**config.mk**
```make
export PLATFORM = sky130hd
export DESIGN_NAME = tsa_core
export DESIGN_NICKNAME = d
export VERILOG_FILES = /design/src/tsa_pkg.sv /design/src/tsa_core.sv /design/src/tsa_i2c_target.sv
export SDC_FILE = /design/constraint.sdc
export NUM_CORES = 1
export LEC_CHECK = 0
export BUFFER_PORTS_ARGS = -buffer_cell sky130_fd_sc_hd__buf_2
export CORE_AREA = 2 2 113 158
export DETAILED_ROUTE_END_ITERATION = 16
export DIE_AREA = 0 0 115 160
export PLACE_DENSITY = 0.74
export SYNTH_ARGS = -nofsm -noshare
export SYNTH_HDL_FRONTEND = slang
export SYNTH_SLANG_ARGS = --single-unit
```
**constraint.sdc**
```tcl
create_clock -name i_clock -period 2 [get_ports i_clock]
set_input_delay 0.1 -clock i_clock [delete_from_list [all_inputs] [get_ports i_clock]]
set_output_delay 0.1 -clock i_clock [all_outputs]
set_load 0.01 [all_outputs]
```
**src/tsa_pkg.sv**
```systemverilog
// shared constants and types for the temperature sensor alarm core
package tsa_pkg;
	// clock and time base
	localparam int unsigned CLK_HZ       = 20_000_000;
	localparam int unsigned TICK_TIME_MS = 1;
	localparam int unsigned TICK_CYCLES  = CLK_HZ / 1000 * TICK_TIME_MS;
	// conversion times in ms, counts in ms ticks
	localparam int unsigned FAST_TIME_MS  = 6;
	localparam int unsigned CONV_TIME_MS  = 240;
	localparam int unsigned SPS_CONV_MS   = 60;
	localparam int unsigned SPS_PERIOD_S  = 1;
	localparam logic [9:0]  FAST_TICKS    = 10'(FAST_TIME_MS / TICK_TIME_MS);
	localparam logic [9:0]  CONV_TICKS    = 10'(CONV_TIME_MS / TICK_TIME_MS);
	localparam logic [9:0]  SPS_TICKS     = 10'(SPS_CONV_MS / TICK_TIME_MS);
	localparam logic [9:0]  PERIOD_TICKS  = 10'(SPS_PERIOD_S * 1000 / TICK_TIME_MS);
	// register offsets
	localparam logic [7:0]  REG_TEMP_HI   = 8'h00;
	localparam logic [7:0]  REG_TEMP_LO   = 8'h01;
	localparam logic [7:0]  REG_STATUS    = 8'h02;
	localparam logic [7:0]  REG_CONFIG    = 8'h03;
	localparam logic [7:0]  REG_OVER_HI   = 8'h04;
	localparam logic [7:0]  REG_OVER_LO   = 8'h05;
	localparam logic [7:0]  REG_CRIT_HI   = 8'h08;
	localparam logic [7:0]  REG_CRIT_LO   = 8'h09;
	// config fields
	localparam int unsigned CFG_RES_BIT   = 7;
	localparam int unsigned CFG_MODE_LSB  = 5;
	localparam int unsigned CFG_OVER_IRQ  = 4;
	localparam int unsigned CFG_CRIT_IRQ  = 2;
	localparam logic [7:0]  CFG_MASK      = 8'hf4;
	localparam logic [7:0]  CFG_RESET     = 8'h00;
	// status fields
	localparam int unsigned STAT_READY    = 7;
	localparam int unsigned STAT_CRIT     = 6;
	localparam int unsigned STAT_OVER     = 4;
	// reset values: 147 C and 64 C at 1/128 C per step
	localparam logic [15:0] CRIT_RESET    = 16'h4980;
	localparam logic [15:0] OVER_RESET    = 16'h2000;
	localparam logic [15:0] TEMP_RESET    = 16'h0000;
	// upper five bits of the target address, value arbitrary
	localparam logic [4:0]  ADDR_BASE     = 5'h09;
	localparam logic [3:0]  BITS_PER_BYTE = 4'h8;
	typedef enum logic [1:0] {
		MODE_CONT  = 2'b00,
		MODE_ONE   = 2'b01,
		MODE_SPS   = 2'b10,
		MODE_SHDN  = 2'b11
	} tsa_mode_t;
	// one register write from the serial port
	typedef struct packed {
		logic [7:0] addr;
		logic [7:0] data;
	} tsa_wr_t;
endpackage

```
**src/tsa_core.sv**
```systemverilog
// temperature sensor alarm core: sequencing, result format, limits, alarms
//
// Overview of operation
// RL1 - power-up results are 13 bits, 0.0625 C
// RL2 - config bit 7 selects 16-bit, 0.0078 C
// RL3 - two select pins give four target addresses
// RL4 - critical alarm when temperature exceeds critical limit
// RL5 - critical limit resets to 147 C
// RL6 - second alarm when temperature exceeds over-limit
// RL7 - each alarm: comparator or latched interrupt
// RL8 - first conversion after power-up takes 6 ms
// RL9 - power-saving mode samples once per second
// RL10 - shutdown mode stops conversions, powers down
// RL11 - results are two's complement, sign first
// RL12 - normal and one-shot conversions take 240 ms
// RL13 - host reaches registers over i2c target port
`timescale 1ns/1ns
module tsa_core #(
	parameter int unsigned P_TICK_CYCLES = tsa_pkg::TICK_CYCLES,
	parameter logic [4:0]  P_ADDR_BASE   = tsa_pkg::ADDR_BASE
) (
	input  wire logic        i_clock,
	input  wire logic        i_rst_n,
	input  wire logic        i_scl,
	input  wire logic        i_sda,
	input  wire logic        i_bus_addr_sel_lo,
	input  wire logic        i_bus_addr_sel_hi,
	input  wire logic [15:0] i_adc_data,
	output logic             o_sda_out,
	output logic             o_sda_oe,
	output logic             o_critical_alarm_out,
	output logic             o_critical_alarm_oe,
	output logic             o_over_alarm_out,
	output logic             o_over_alarm_oe,
	output logic             o_adc_enable,
	output logic             o_samples_per_second_mode
);
	import tsa_pkg::*;

	localparam int unsigned DIV_W = $clog2(P_TICK_CYCLES + 1);

	if (P_TICK_CYCLES < 2) begin : g_chk
		$error("tick divider needs at least two cycles");
	end

	typedef enum logic [4:0] {
		S_FAST = 5'b00001,
		S_CONV = 5'b00010,
		S_SPSC = 5'b00100,
		S_SPSI = 5'b01000,
		S_OFF  = 5'b10000
	} tsa_seq_t;

	// 13-bit results keep the low three bits at zero
	function automatic logic [15:0] fmt_temp(input logic [15:0] raw, input logic res16);
		fmt_temp = res16 ? raw : {raw[15:3], 3'b000};
	endfunction

	// register read decode, unmapped reads as zero
	function automatic logic [7:0] rd_mux(input logic [7:0] a, input logic [15:0] t,
		input logic [7:0] st, input logic [7:0] c, input logic [15:0] ov, input logic [15:0] cr);
		unique case (a)
			REG_TEMP_HI: rd_mux = t[15:8];
			REG_TEMP_LO: rd_mux = t[7:0];
			REG_STATUS:  rd_mux = st;
			REG_CONFIG:  rd_mux = c;
			REG_OVER_HI: rd_mux = ov[15:8];
			REG_OVER_LO: rd_mux = ov[7:0];
			REG_CRIT_HI: rd_mux = cr[15:8];
			REG_CRIT_LO: rd_mux = cr[7:0];
			default:     rd_mux = 8'h00;
		endcase
	endfunction

	logic [1:0]       sel_lo_sync_reg, sel_hi_sync_reg;
	logic [DIV_W-1:0] div_reg, div_next;
	logic             tick_reg, tick_next;
	tsa_seq_t         seq_reg, seq_next;
	logic [9:0]       cnt_reg, cnt_next;
	logic [7:0]       cfg_reg, cfg_next;
	logic [15:0]      over_lim_reg, over_lim_next, crit_lim_reg, crit_lim_next;
	logic [15:0]      temp_reg, temp_next;
	logic             ready_reg, ready_next;
	logic             over_c_reg, over_c_next, crit_c_reg, crit_c_next;
	logic             over_f_reg, over_f_next, crit_f_reg, crit_f_next;
	logic             crit_oe_reg, crit_oe_next, over_oe_reg, over_oe_next;
	logic             adc_en_reg, adc_en_next, sps_reg, sps_next;
	logic             done;
	logic [15:0]      result;
	logic [7:0]       status, ptr, rd_data, rd_addr;
	logic             wr_valid, rd_valid, sda_oe;
	tsa_wr_t          wr;
	tsa_mode_t        mode, wmode;

	// RL3 address select pins synchronised
	always_ff @(posedge i_clock) begin
		if (!i_rst_n) begin
			sel_lo_sync_reg <= 2'b00;
			sel_hi_sync_reg <= 2'b00;
		end else begin
			sel_lo_sync_reg <= {sel_lo_sync_reg[0], i_bus_addr_sel_lo};
			sel_hi_sync_reg <= {sel_hi_sync_reg[0], i_bus_addr_sel_hi};
		end
	end

	// RL13 serial register port
	tsa_i2c_target u_i2c (
		.i_clock    (i_clock),
		.i_rst_n    (i_rst_n),
		.i_scl      (i_scl),
		.i_sda      (i_sda),
		.i_dev_addr ({P_ADDR_BASE, sel_hi_sync_reg[1], sel_lo_sync_reg[1]}),
		.i_rd_data  (rd_data),
		.o_sda_oe   (sda_oe),
		.o_ptr      (ptr),
		.o_wr_valid (wr_valid),
		.o_wr       (wr),
		.o_rd_valid (rd_valid),
		.o_rd_addr  (rd_addr)
	);

	assign status  = {ready_reg, crit_f_reg, 1'b0, over_f_reg, 4'h0};
	assign rd_data = rd_mux(ptr, temp_reg, status, cfg_reg, over_lim_reg, crit_lim_reg);
	assign mode    = tsa_mode_t'(cfg_reg[CFG_MODE_LSB +: 2]);
	assign wmode   = tsa_mode_t'(wr.data[CFG_MODE_LSB +: 2]);
	// RL1 RL2 RL11 two's complement result format
	assign result  = fmt_temp(i_adc_data, cfg_reg[CFG_RES_BIT]);

	// millisecond tick divider
	always_comb begin
		tick_next = 1'b0;
		div_next  = div_reg + DIV_W'(1);
		if (div_reg == DIV_W'(P_TICK_CYCLES - 1)) begin
			div_next  = '0;
			tick_next = 1'b1;
		end
	end

	// conversion sequencer, registers and alarms
	always_comb begin
		seq_next      = seq_reg;
		cnt_next      = tick_reg ? cnt_reg + 10'h001 : cnt_reg;
		cfg_next      = cfg_reg;
		over_lim_next = over_lim_reg;
		crit_lim_next = crit_lim_reg;
		temp_next     = temp_reg;
		over_c_next   = over_c_reg;
		crit_c_next   = crit_c_reg;
		done          = 1'b0;
		unique case (seq_reg)
			// RL8 fast first conversion
			S_FAST: done = tick_reg && (cnt_reg == FAST_TICKS - 10'h001);
			// RL12 normal conversion time
			S_CONV: done = tick_reg && (cnt_reg == CONV_TICKS - 10'h001);
			// RL9 short conversion then idle to one second
			S_SPSC: done = tick_reg && (cnt_reg == SPS_TICKS - 10'h001);
			S_SPSI: begin
				if (tick_reg && cnt_reg == PERIOD_TICKS - 10'h001) begin
					seq_next = S_SPSC;
					cnt_next = 10'h000;
				end
			end
			S_OFF:  cnt_next = 10'h000;
		endcase
		if (done) begin
			temp_next = result;
			// RL4 critical compare
			crit_c_next = $signed(result) > $signed(crit_lim_reg);
			// RL6 over-limit compare
			over_c_next = $signed(result) > $signed(over_lim_reg);
			unique case (mode)
				MODE_CONT: begin
					seq_next = S_CONV;
					cnt_next = 10'h000;
				end
				MODE_SPS:  seq_next = S_SPSI;
				default: begin
					seq_next = S_OFF;
					cnt_next = 10'h000;
				end
			endcase
		end
		if (wr_valid) begin
			unique case (wr.addr)
				REG_CONFIG: begin
					cfg_next = wr.data & CFG_MASK;
					cnt_next = 10'h000;
					// RL10 shutdown and mode restart
					unique case (wmode)
						MODE_SPS:  seq_next = S_SPSC;
						MODE_SHDN: seq_next = S_OFF;
						default:   seq_next = S_CONV;
					endcase
				end
				REG_OVER_HI: over_lim_next[15:8] = wr.data;
				REG_OVER_LO: over_lim_next[7:0]  = wr.data;
				REG_CRIT_HI: crit_lim_next[15:8] = wr.data;
				REG_CRIT_LO: crit_lim_next[7:0]  = wr.data;
				default: ;
			endcase
		end
		// new result flag, a set beats a read clear
		ready_next = done | (ready_reg &
			~(rd_valid & (rd_addr == REG_TEMP_HI || rd_addr == REG_TEMP_LO)));
		// RL7 latched events cleared by status read, set wins
		crit_f_next = (done & crit_c_next) |
			(crit_f_reg & ~(rd_valid & rd_addr == REG_STATUS));
		over_f_next = (done & over_c_next) |
			(over_f_reg & ~(rd_valid & rd_addr == REG_STATUS));
		// RL7 comparator or interrupt drive
		crit_oe_next = cfg_reg[CFG_CRIT_IRQ] ? crit_f_next : crit_c_next;
		over_oe_next = cfg_reg[CFG_OVER_IRQ] ? over_f_next : over_c_next;
		// RL10 analog front end off while idle
		adc_en_next  = (seq_next != S_OFF) && (seq_next != S_SPSI);
		sps_next     = (mode == MODE_SPS);
	end

	// sequencer and register file state
	always_ff @(posedge i_clock) begin
		if (!i_rst_n) begin
			div_reg      <= '0;
			tick_reg     <= 1'b0;
			seq_reg      <= S_FAST;
			cnt_reg      <= 10'h000;
			// RL1 default 13-bit resolution
			cfg_reg      <= CFG_RESET;
			over_lim_reg <= OVER_RESET;
			// RL5 critical limit 147 C
			crit_lim_reg <= CRIT_RESET;
			temp_reg     <= TEMP_RESET;
			ready_reg    <= 1'b0;
			over_c_reg   <= 1'b0;
			crit_c_reg   <= 1'b0;
			over_f_reg   <= 1'b0;
			crit_f_reg   <= 1'b0;
			crit_oe_reg  <= 1'b0;
			over_oe_reg  <= 1'b0;
			adc_en_reg   <= 1'b0;
			sps_reg      <= 1'b0;
		end else begin
			div_reg      <= div_next;
			tick_reg     <= tick_next;
			seq_reg      <= seq_next;
			cnt_reg      <= cnt_next;
			cfg_reg      <= cfg_next;
			over_lim_reg <= over_lim_next;
			crit_lim_reg <= crit_lim_next;
			temp_reg     <= temp_next;
			ready_reg    <= ready_next;
			over_c_reg   <= over_c_next;
			crit_c_reg   <= crit_c_next;
			over_f_reg   <= over_f_next;
			crit_f_reg   <= crit_f_next;
			crit_oe_reg  <= crit_oe_next;
			over_oe_reg  <= over_oe_next;
			adc_en_reg   <= adc_en_next;
			sps_reg      <= sps_next;
		end
	end

	// open-drain pins only ever pull low
	assign o_sda_out                 = 1'b0;
	assign o_sda_oe                  = sda_oe;
	assign o_critical_alarm_out      = 1'b0;
	assign o_critical_alarm_oe       = crit_oe_reg;
	assign o_over_alarm_out          = 1'b0;
	assign o_over_alarm_oe           = over_oe_reg;
	assign o_adc_enable              = adc_en_reg;
	assign o_samples_per_second_mode = sps_reg;
endmodule

```
**src/tsa_i2c_target.sv**
```systemverilog
// i2c target engine: pointer, byte writes and byte reads
`timescale 1ns/1ns
module tsa_i2c_target (
	input  wire logic           i_clock,
	input  wire logic           i_rst_n,
	input  wire logic           i_scl,
	input  wire logic           i_sda,
	input  wire logic [6:0]     i_dev_addr,
	input  wire logic [7:0]     i_rd_data,
	output logic                o_sda_oe,
	output logic [7:0]          o_ptr,
	output logic                o_wr_valid,
	output tsa_pkg::tsa_wr_t    o_wr,
	output logic                o_rd_valid,
	output logic [7:0]          o_rd_addr
);
	import tsa_pkg::*;

	typedef enum logic [5:0] {
		I_IDLE = 6'b000001,
		I_ADDR = 6'b000010,
		I_ACK  = 6'b000100,
		I_WR   = 6'b001000,
		I_RD   = 6'b010000,
		I_RACK = 6'b100000
	} tsa_i2c_st_t;

	logic [1:0]  scl_sync_reg, sda_sync_reg;
	logic        scl_prev_reg, sda_prev_reg;
	tsa_i2c_st_t st_reg, st_next;
	logic [3:0]  cnt_reg, cnt_next;
	logic [7:0]  shift_reg, shift_next, tx_reg, tx_next, ptr_reg, ptr_next;
	logic        rw_reg, rw_next, first_reg, first_next, nack_reg, nack_next;
	logic        oe_reg, oe_next, wrv_reg, wrv_next, rdv_reg, rdv_next;
	tsa_wr_t     wr_reg, wr_next;
	logic [7:0]  rda_reg, rda_next;
	logic        scl, sda, scl_rise, scl_fall, start, stop, load;

	// two-stage pin synchronisers plus edge history
	always_ff @(posedge i_clock) begin
		if (!i_rst_n) begin
			scl_sync_reg <= 2'b11;
			sda_sync_reg <= 2'b11;
			scl_prev_reg <= 1'b1;
			sda_prev_reg <= 1'b1;
		end else begin
			scl_sync_reg <= {scl_sync_reg[0], i_scl};
			sda_sync_reg <= {sda_sync_reg[0], i_sda};
			scl_prev_reg <= scl_sync_reg[1];
			sda_prev_reg <= sda_sync_reg[1];
		end
	end

	assign scl      = scl_sync_reg[1];
	assign sda      = sda_sync_reg[1];
	assign scl_rise = scl & ~scl_prev_reg;
	assign scl_fall = ~scl & scl_prev_reg;
	assign start    = scl & scl_prev_reg & sda_prev_reg & ~sda;
	assign stop     = scl & scl_prev_reg & ~sda_prev_reg & sda;

	// bit level protocol state
	always_comb begin
		st_next    = st_reg;
		cnt_next   = cnt_reg;
		shift_next = shift_reg;
		tx_next    = tx_reg;
		ptr_next   = ptr_reg;
		rw_next    = rw_reg;
		first_next = first_reg;
		nack_next  = nack_reg;
		oe_next    = oe_reg;
		wrv_next   = 1'b0;
		wr_next    = wr_reg;
		rdv_next   = 1'b0;
		rda_next   = rda_reg;
		load       = 1'b0;
		if (scl_rise) begin
			shift_next = {shift_reg[6:0], sda};
			cnt_next   = cnt_reg + 4'h1;
			nack_next  = sda;
		end
		if (start) begin
			st_next    = I_ADDR;
			cnt_next   = 4'h0;
			first_next = 1'b1;
			oe_next    = 1'b0;
		end else if (stop) begin
			st_next = I_IDLE;
			oe_next = 1'b0;
		end else if (scl_fall) begin
			unique case (st_reg)
				I_IDLE: oe_next = 1'b0;
				I_ADDR: begin
					if (cnt_reg == BITS_PER_BYTE) begin
						// RL3 RL13 address match
						if (shift_reg[7:1] == i_dev_addr) begin
							st_next = I_ACK;
							rw_next = shift_reg[0];
							oe_next = 1'b1;
						end else begin
							st_next = I_IDLE;
						end
					end
				end
				I_ACK: begin
					cnt_next = 4'h0;
					if (rw_reg) begin
						load = 1'b1;
					end else begin
						st_next = I_WR;
						oe_next = 1'b0;
					end
				end
				I_WR: begin
					if (cnt_reg == BITS_PER_BYTE) begin
						st_next = I_ACK;
						oe_next = 1'b1;
						first_next = 1'b0;
						// RL13 pointer then data bytes
						if (first_reg) begin
							ptr_next = shift_reg;
						end else begin
							wrv_next = 1'b1;
							wr_next  = '{addr: ptr_reg, data: shift_reg};
							ptr_next = ptr_reg + 8'h01;
						end
					end
				end
				I_RD: begin
					if (cnt_reg == BITS_PER_BYTE) begin
						st_next  = I_RACK;
						oe_next  = 1'b0;
						cnt_next = 4'h0;
					end else begin
						tx_next = {tx_reg[6:0], 1'b1};
						oe_next = ~tx_reg[6];
					end
				end
				I_RACK: begin
					if (nack_reg) begin
						st_next = I_IDLE;
					end else begin
						load = 1'b1;
					end
				end
			endcase
		end
		// present the next read byte, msb first
		if (load) begin
			st_next  = I_RD;
			cnt_next = 4'h0;
			tx_next  = i_rd_data;
			oe_next  = ~i_rd_data[7];
			rdv_next = 1'b1;
			rda_next = ptr_reg;
			ptr_next = ptr_reg + 8'h01;
		end
	end

	// protocol registers
	always_ff @(posedge i_clock) begin
		if (!i_rst_n) begin
			st_reg    <= I_IDLE;
			cnt_reg   <= 4'h0;
			shift_reg <= 8'h00;
			tx_reg    <= 8'h00;
			ptr_reg   <= 8'h00;
			rw_reg    <= 1'b0;
			first_reg <= 1'b0;
			nack_reg  <= 1'b0;
			oe_reg    <= 1'b0;
			wrv_reg   <= 1'b0;
			wr_reg    <= '0;
			rdv_reg   <= 1'b0;
			rda_reg   <= 8'h00;
		end else begin
			st_reg    <= st_next;
			cnt_reg   <= cnt_next;
			shift_reg <= shift_next;
			tx_reg    <= tx_next;
			ptr_reg   <= ptr_next;
			rw_reg    <= rw_next;
			first_reg <= first_next;
			nack_reg  <= nack_next;
			oe_reg    <= oe_next;
			wrv_reg   <= wrv_next;
			wr_reg    <= wr_next;
			rdv_reg   <= rdv_next;
			rda_reg   <= rda_next;
		end
	end

	assign o_sda_oe   = oe_reg;
	assign o_ptr      = ptr_reg;
	assign o_wr_valid = wrv_reg;
	assign o_wr       = wr_reg;
	assign o_rd_valid = rdv_reg;
	assign o_rd_addr  = rda_reg;
endmodule

```
==> results of run 1 <==
## synthesized netlist by cell type, drive strengths merged, types with 8 or more instances
library cell  number  area [sq um]
mux2i             17           170
nand3             24           120
o21ai             47           243
nand4             21           146
xnor2             11          96.3
o211ai             9          67.6
dfxtp            165          3300
inv               40           150
nor3              11          60.1
xor2              21           184
nand2            196           741
nor2              84           318
a31oi              8          50.1
ha                40           500
and3               8          50.1
nand3b             9          67.6
buf               17           119
clkbuf            43           161
o22ai              8          50.1
nand2b            12          75.1
a21o              14           105
a21oi            109           557
nor4               9          68.8
nor2b             14          87.6
and2              14          90.1
## cells by family after synthesis
logic type / after synthesis
compound gates: 247
xor+xnor: 32
fa+ha+maj: 40
buf+inv: 100
flops: 165
mux: 17
other cells: 1
simple gates: 434
## worst max-delay path, cell delays in order (launching register included)
cell	delay [ps]
dfxtp_2	320
and2_4	150
ha_1	290
nor2b_1	140
o21ai_0	140
nand2b_1	70
a21oi_1	260
o21ai_0	150
a21oi_1	250
buf_4	200
o22ai_4	90
## worst min path at each step
stage                        from                          endpoint  slack [ps]  cells past startpoint
finish              i_adc_data[0]          temp_reg[0]$_SDFFE_PN0N_          70                      5
detailed placement          i_sda  u_i2c.sda_sync_reg[0]$_SDFF_PN1_         290                      2
global route        i_adc_data[1]          temp_reg[1]$_SDFFE_PN0N_         100                      4
floorplan                   i_scl  u_i2c.scl_sync_reg[0]$_SDFF_PN1_         200                      1
CTS                 i_adc_data[1]          temp_reg[1]$_SDFFE_PN0N_          50                      4
global placement            i_scl  u_i2c.scl_sync_reg[0]$_SDFF_PN1_         280                      2
## power groups by stage
stage | Clock, mW | Combinational [mW] | Sequential [mW]
after floorplan | 0 | 0.169 | 3.39
after global placement | 0 | 0.255 | 3.40
after detailed placement | 0 | 0.260 | 3.40
after CTS | 3.58 | 0.305 | 3.32
after global routing | 3.71 | 0.367 | 3.32
final | 3.55 | 0.340 | 3.32
## final cells by class
type | instances | area, sq um | area share
inverter | 40 | 150 | 0.0137
clock inverter | 14 | 200 | 0.0183
sequential | 165 | 3330 | 0.305
clock buffer | 18 | 439 | 0.0402
timing repair buffer | 173 | 1440 | 0.132
multi-input combinational | 775 | 5110 | 0.468
tap | 206 | 258 | 0.0236
## routing by layer
| layer | GRT usage | share of wire | vias up |
|---|---|---|---|
| met1 | 0.306 | 0.37 | 3919 |
| met2 | 0.464 | 0.50 | 381 |
| li1 | - | - | 3896 |
| met4 | 0.179 | 0.065 | 0 |
| met3 | 0.0524 | 0.062 | 134 |
| met5 | 0 | 0 | - |
## stage by stage
stage	instances	hold slack (ps)
after floorplan	1038	201
after global placement	1323	281
after detailed placement	1323	287
after CTS	1377	53.7
after global routing	1391	95.2
final	1391	72.3
## repair_timing
item                                   CTS  global route
cloned                                   0             5
hold buffers                            18             0
setup endpoints to repair               73            92
pin swaps                                9            21
endpoints found under the hold margin   19             0
setup buffers                            4            10
resized for setup                       46            88
==> flow_summary.yaml, run 1 <==
status:
  status: "complete, but fails checks"
  violations: "setup timing"
setup_path:
  critPathKind: "reg -> reg"
  worstRegToRegCells: 10
  crit_path_max_fanout: 3
  cp-start-kind: "flop"
  cp.arrival_ps: 2490
  crit_path_end_kind: "flop"
  critPathCapture: "o_over_alarm_oe$_SDFF_PN0_"
  reg2reg_to: "o_over_alarm_oe$_SDFF_PN0_"
  required_ps: 2290
  crit_start: "cfg_reg[7]$_SDFFE_PN0P_"
  regToRegSetupSlack_ps: -190
  reg2reg_from: "cfg_reg[7]$_SDFFE_PN0P_"
die:
  die_area_sq_um: 18400
  die_w_um: 115
  io_pins: 30
  initial_utilization: 0.487
  dieHeight_um: 160
  core-area_sq_um: 17100
  rows: 57
synthesis:
  syn-cell-area_sq_um: 8330
  synth-xor-area-share: 0.0336
  ys_seq_elements: 165
  synth_simple_gate_area_frac: 0.251
  synth_fa_ha_area_frac: 0.0601
  synth_top_family_by_area: "simple AND/OR/NAND/NOR gates"
  synthMuxAreaShare: 0.0204
  ys_warn_count: 0
  synth-compound-area-share: 0.186
  avgSynthCellArea_sq_um: 8.04
  synth_edf_count: 0
  yosysUniqueCellTypes: 81
  synthArstFlopShare: 0
  synthCells: 1036
  ys.flop_type: "dfxtp_1"
  ys_seq_area_frac: 0.397
final_layout:
  n_antenna_cell: 0
  layout.nets: 1234
  fin_util: 0.638
  layout_common_cells: "nand2_1 (185), dfxtp_1 (150), buf_4 (109)"
  fillerInstances: 1335
  syn_to_final_growth_pct: 31.1
  final_common_cell: "nand2_1"
  drive_above_1_share: 0.257
  final_area_sq_um: 10900
drt:
  drc: 0
  ant_nets: 0
  finalWirelength_mm: 25.6
  dr.pass1.iters: 8
  drtIter0Drc: 838
  viasPerCell: 5.99
  routedWlPerCell_um: 18.4
  routed-via-count: 8330
placed_design:
  port_buffers: 26
  gp_congestion: 0.949
  post-dp-hpwl_mm: 16.9
  dp_slack_ps: -300
  place_area_sq_um: 9420
sta:
  clock_skew_ps: 10.2
  worst_pin_slew_ps: 628
  period_minus_slack_ps: 2190
  timing.fmax_mhz: 456
  fin_ws_ps: -194
  setup_tns_ps: -3720
  final-hold-violation-count: 0
  drv_slew: 0
  fin_crit_sh: 1.10
  relSlewSlack: 0.580
  rsz0062_at_grt: "yes"
  setup_viol: 57
pwr:
  power_density_nw_per_um2: 660
  peakVddDrop_mv: 0.456
  p_sw_mw: 1.63
  power_leakage_nw: 4.17
  pwr-share-seq: 0.461
  total_power_mw: 7.21
  internal_power_mw: 5.58
  pwr-share-clk: 0.492
  comb_power_share: 0.047
  sw_frac_of_total: 0.225
global_route:
  grt_first_pass_wirelength_mm: 39.8
  gr-usage-all-layers: 0.273
  grt_max_degree: 61
  grt_antenna_before_repair: 0
  grt_pass1_vias: 7999
  grt_overflow: 0
run:
  drv_cap: 0
clock_network:
  cts_max_level: 4
  cts_sinks: 165
  cts_buffers: 17
  clk_latency_ps: 440
  clockRootBuffer: "clkbuf_16"
  cts_tree: "built"
  clkTransAtPathRegs_ps: 70
  clock_path_buffers: 2
hold_path:
  hold_class: "in -> reg"
(Power assumes the default switching activity.)
==> run 2: changes to the inputs <==
--- a/config.mk
+++ b/config.mk
@@ -10,6 +10,7 @@
 export DETAILED_ROUTE_END_ITERATION = 16
 export DIE_AREA = 0 0 115 160
 export PLACE_DENSITY = 0.74
+export SETUP_SLACK_MARGIN = 0.4
 export SYNTH_ARGS = -nofsm -noshare
 export SYNTH_HDL_FRONTEND = slang
 export SYNTH_SLANG_ARGS = --single-unit
==> run 2 against run 1 <==
  * The flow still finishes with violations (setup timing)
  * Die area unchanged
  * Setup slack improved by 4.6 ps
  * Register-to-register slack is essentially flat
  * Flip-flop and latch count unchanged
  * Hold slack got worse by 41 ps
  * Critical endpoint is now u_i2c.o_ptr[4]$_SDFFE_PN0P_
  * Largest cell class unchanged
==> flow_summary.yaml, run 2 (synthesis gave the netlist of run 1 again) <==
setup_path:
  regToRegSetupSlack_ps: -190
  cp-start-kind: "flop"
  cp.arrival_ps: 2560
  reg2reg_to: "u_i2c.o_ptr[4]$_SDFFE_PN0P_"
  required_ps: 2370
  critPathKind: "reg -> reg"
  crit_path_max_fanout: 6
  crit_path_end_kind: "flop"
  worstRegToRegCells: 7
  reg2reg_from: "u_i2c.st_reg[4]$_SDFFE_PN0P_"
die:
  rows: 57
  io_pins: 30
  dieHeight_um: 160
  die_w_um: 115
  core-area_sq_um: 17100
  die_area_sq_um: 18400
  initial_utilization: 0.487
placed_design:
  post-dp-hpwl_mm: 16.9
  port_buffers: 26
  gp_congestion: 0.928
  place_area_sq_um: 9520
  placed_cells: 1328
sta:
  clock_skew_ps: 10.4
  relSlewSlack: 0.557
  worst_pin_slew_ps: 664
  period_minus_slack_ps: 2190
  timing.fmax_mhz: 457
  final-hold-violation-count: 0
  setup_tns_ps: -6230
  setup_viol: 75
  rsz0062_at_grt: "yes"
  fin_ws_ps: -189
  fin_crit_sh: 1.09
  drv_slew: 0
global_route:
  grt_antenna_before_repair: 0
  grt_max_degree: 103
  grt_first_pass_wirelength_mm: 42.0
  gr-usage-all-layers: 0.289
  grt_overflow: 0
  grt_pass1_vias: 8454
clock_network:
  clk_latency_ps: 450
  clkTransAtPathRegs_ps: 60
  cts_tree: "built"
  clock_path_buffers: 2
  cts_max_level: 4
  clockRootBuffer: "clkbuf_16"
  cts_sinks: 165
  cts_buffers: 17
final_layout:
  fin_util: 0.670
  layout_common_cells: "dfxtp_1 (151), nand2_1 (143), buf_4 (105)"
  layout.nets: 1258
  drive_above_1_share: 0.319
  final_area_sq_um: 11500
  n_antenna_cell: 0
  fillerInstances: 1235
  final_common_cell: "dfxtp_1"
  syn_to_final_growth_pct: 37.7
  finalNonFillerCells: 1415
run:
  drv_cap: 0
hold_path:
  hold_class: "in -> reg"
  hp-start: "i_rst_n"
  holdPathStages: 3
  hold-path-endpoint: "div_reg[10]$_SDFF_PP0_"
drt:
  drtIter0Drc: 1090
  finalWirelength_mm: 27.7
  viasPerCell: 6.03
  routed-via-count: 8539
  ant_nets: 0
  routedWlPerCell_um: 19.6
  dr.pass1.iters: 8
  drc: 0
status:
  violations: "setup timing"
  status: "complete, but fails checks"
pwr:
  peakVddDrop_mv: 0.500
  power_leakage_nw: 4.44
  power_density_nw_per_um2: 630
  total_power_mw: 7.23
## run 2: layout make-up
type | instances | area, sq um | share of cell area
Multi-Input combinational cell | 773 | 5320 | 0.463
Sequential cell | 165 | 3330 | 0.291
Timing Repair Buffer | 199 | 1780 | 0.155
Clock buffer | 21 | 460 | 0.0401
Tap cell | 206 | 258 | 0.0225
Clock inverter | 11 | 174 | 0.0152
Inverter | 40 | 151 | 0.0132
## run 2: critical path: stages, from the launching register on
cell	delay, ps
dfxtp_2	320
or3_4	380
or4b_4	540
and2_4	220
o21ai_4	220
nand3_2	110
a21o_1	200
a21oi_2	120
## run 2: worst max-delay path by stage
stage / startpoint / to / slack (ps)
3_5_place_dp: seq_reg[2]$_SDFF_PN0_ / o_critical_alarm_oe$_SDFF_PN0_ / -250
3_3_place_gp: seq_reg[2]$_SDFF_PN0_ / o_critical_alarm_oe$_SDFF_PN0_ / -190
6_report: u_i2c.st_reg[4]$_SDFFE_PN0P_ / u_i2c.o_ptr[4]$_SDFFE_PN0P_ / -190
2_1_floorplan: u_i2c.st_reg[0]$_SDFFE_PN1P_ / u_i2c.o_ptr[7]$_SDFFE_PN0P_ / -90
4_1_cts: u_i2c.st_reg[4]$_SDFFE_PN0P_ / u_i2c.o_sda_oe$_SDFFE_PN0P_ / -140
5_1_grt: u_i2c.st_reg[4]$_SDFFE_PN0P_ / u_i2c.o_ptr[4]$_SDFFE_PN0P_ / -260
## run 2: timing repair
action,in CTS,in global routing
endpoints found under the setup margin,129,142
hold endpoints to repair,17,0
hold buffers,17,0
pin swaps,53,58
gates cloned,5,4
resized for setup,135,98
setup buffers,19,10
## run 2: metrics by stage
step	worst slack, ps	hold WS, ps
global placement	-186	281
finish	-189	31.5
global route	-263	42.3
CTS	-139	62.6
floorplan	-91.8	201
detailed placement	-253	287
## run 2: power breakdown
part | internal (mW) | switching (mW) | total, mW
registers | 3.30 | 0.0196 | 3.32
logic | 0.144 | 0.201 | 0.345
clock network | 2.16 | 1.40 | 3.56
## run 2: per-layer routing
layer  vias to the layer above  global-route usage  part of all wire
met5                         -                   0                 0
met4                         0               0.168             0.069
met3                       157              0.0626             0.066
met2                       438               0.491              0.50
met1                      4022               0.327              0.37
li1                       3922                   -                 -
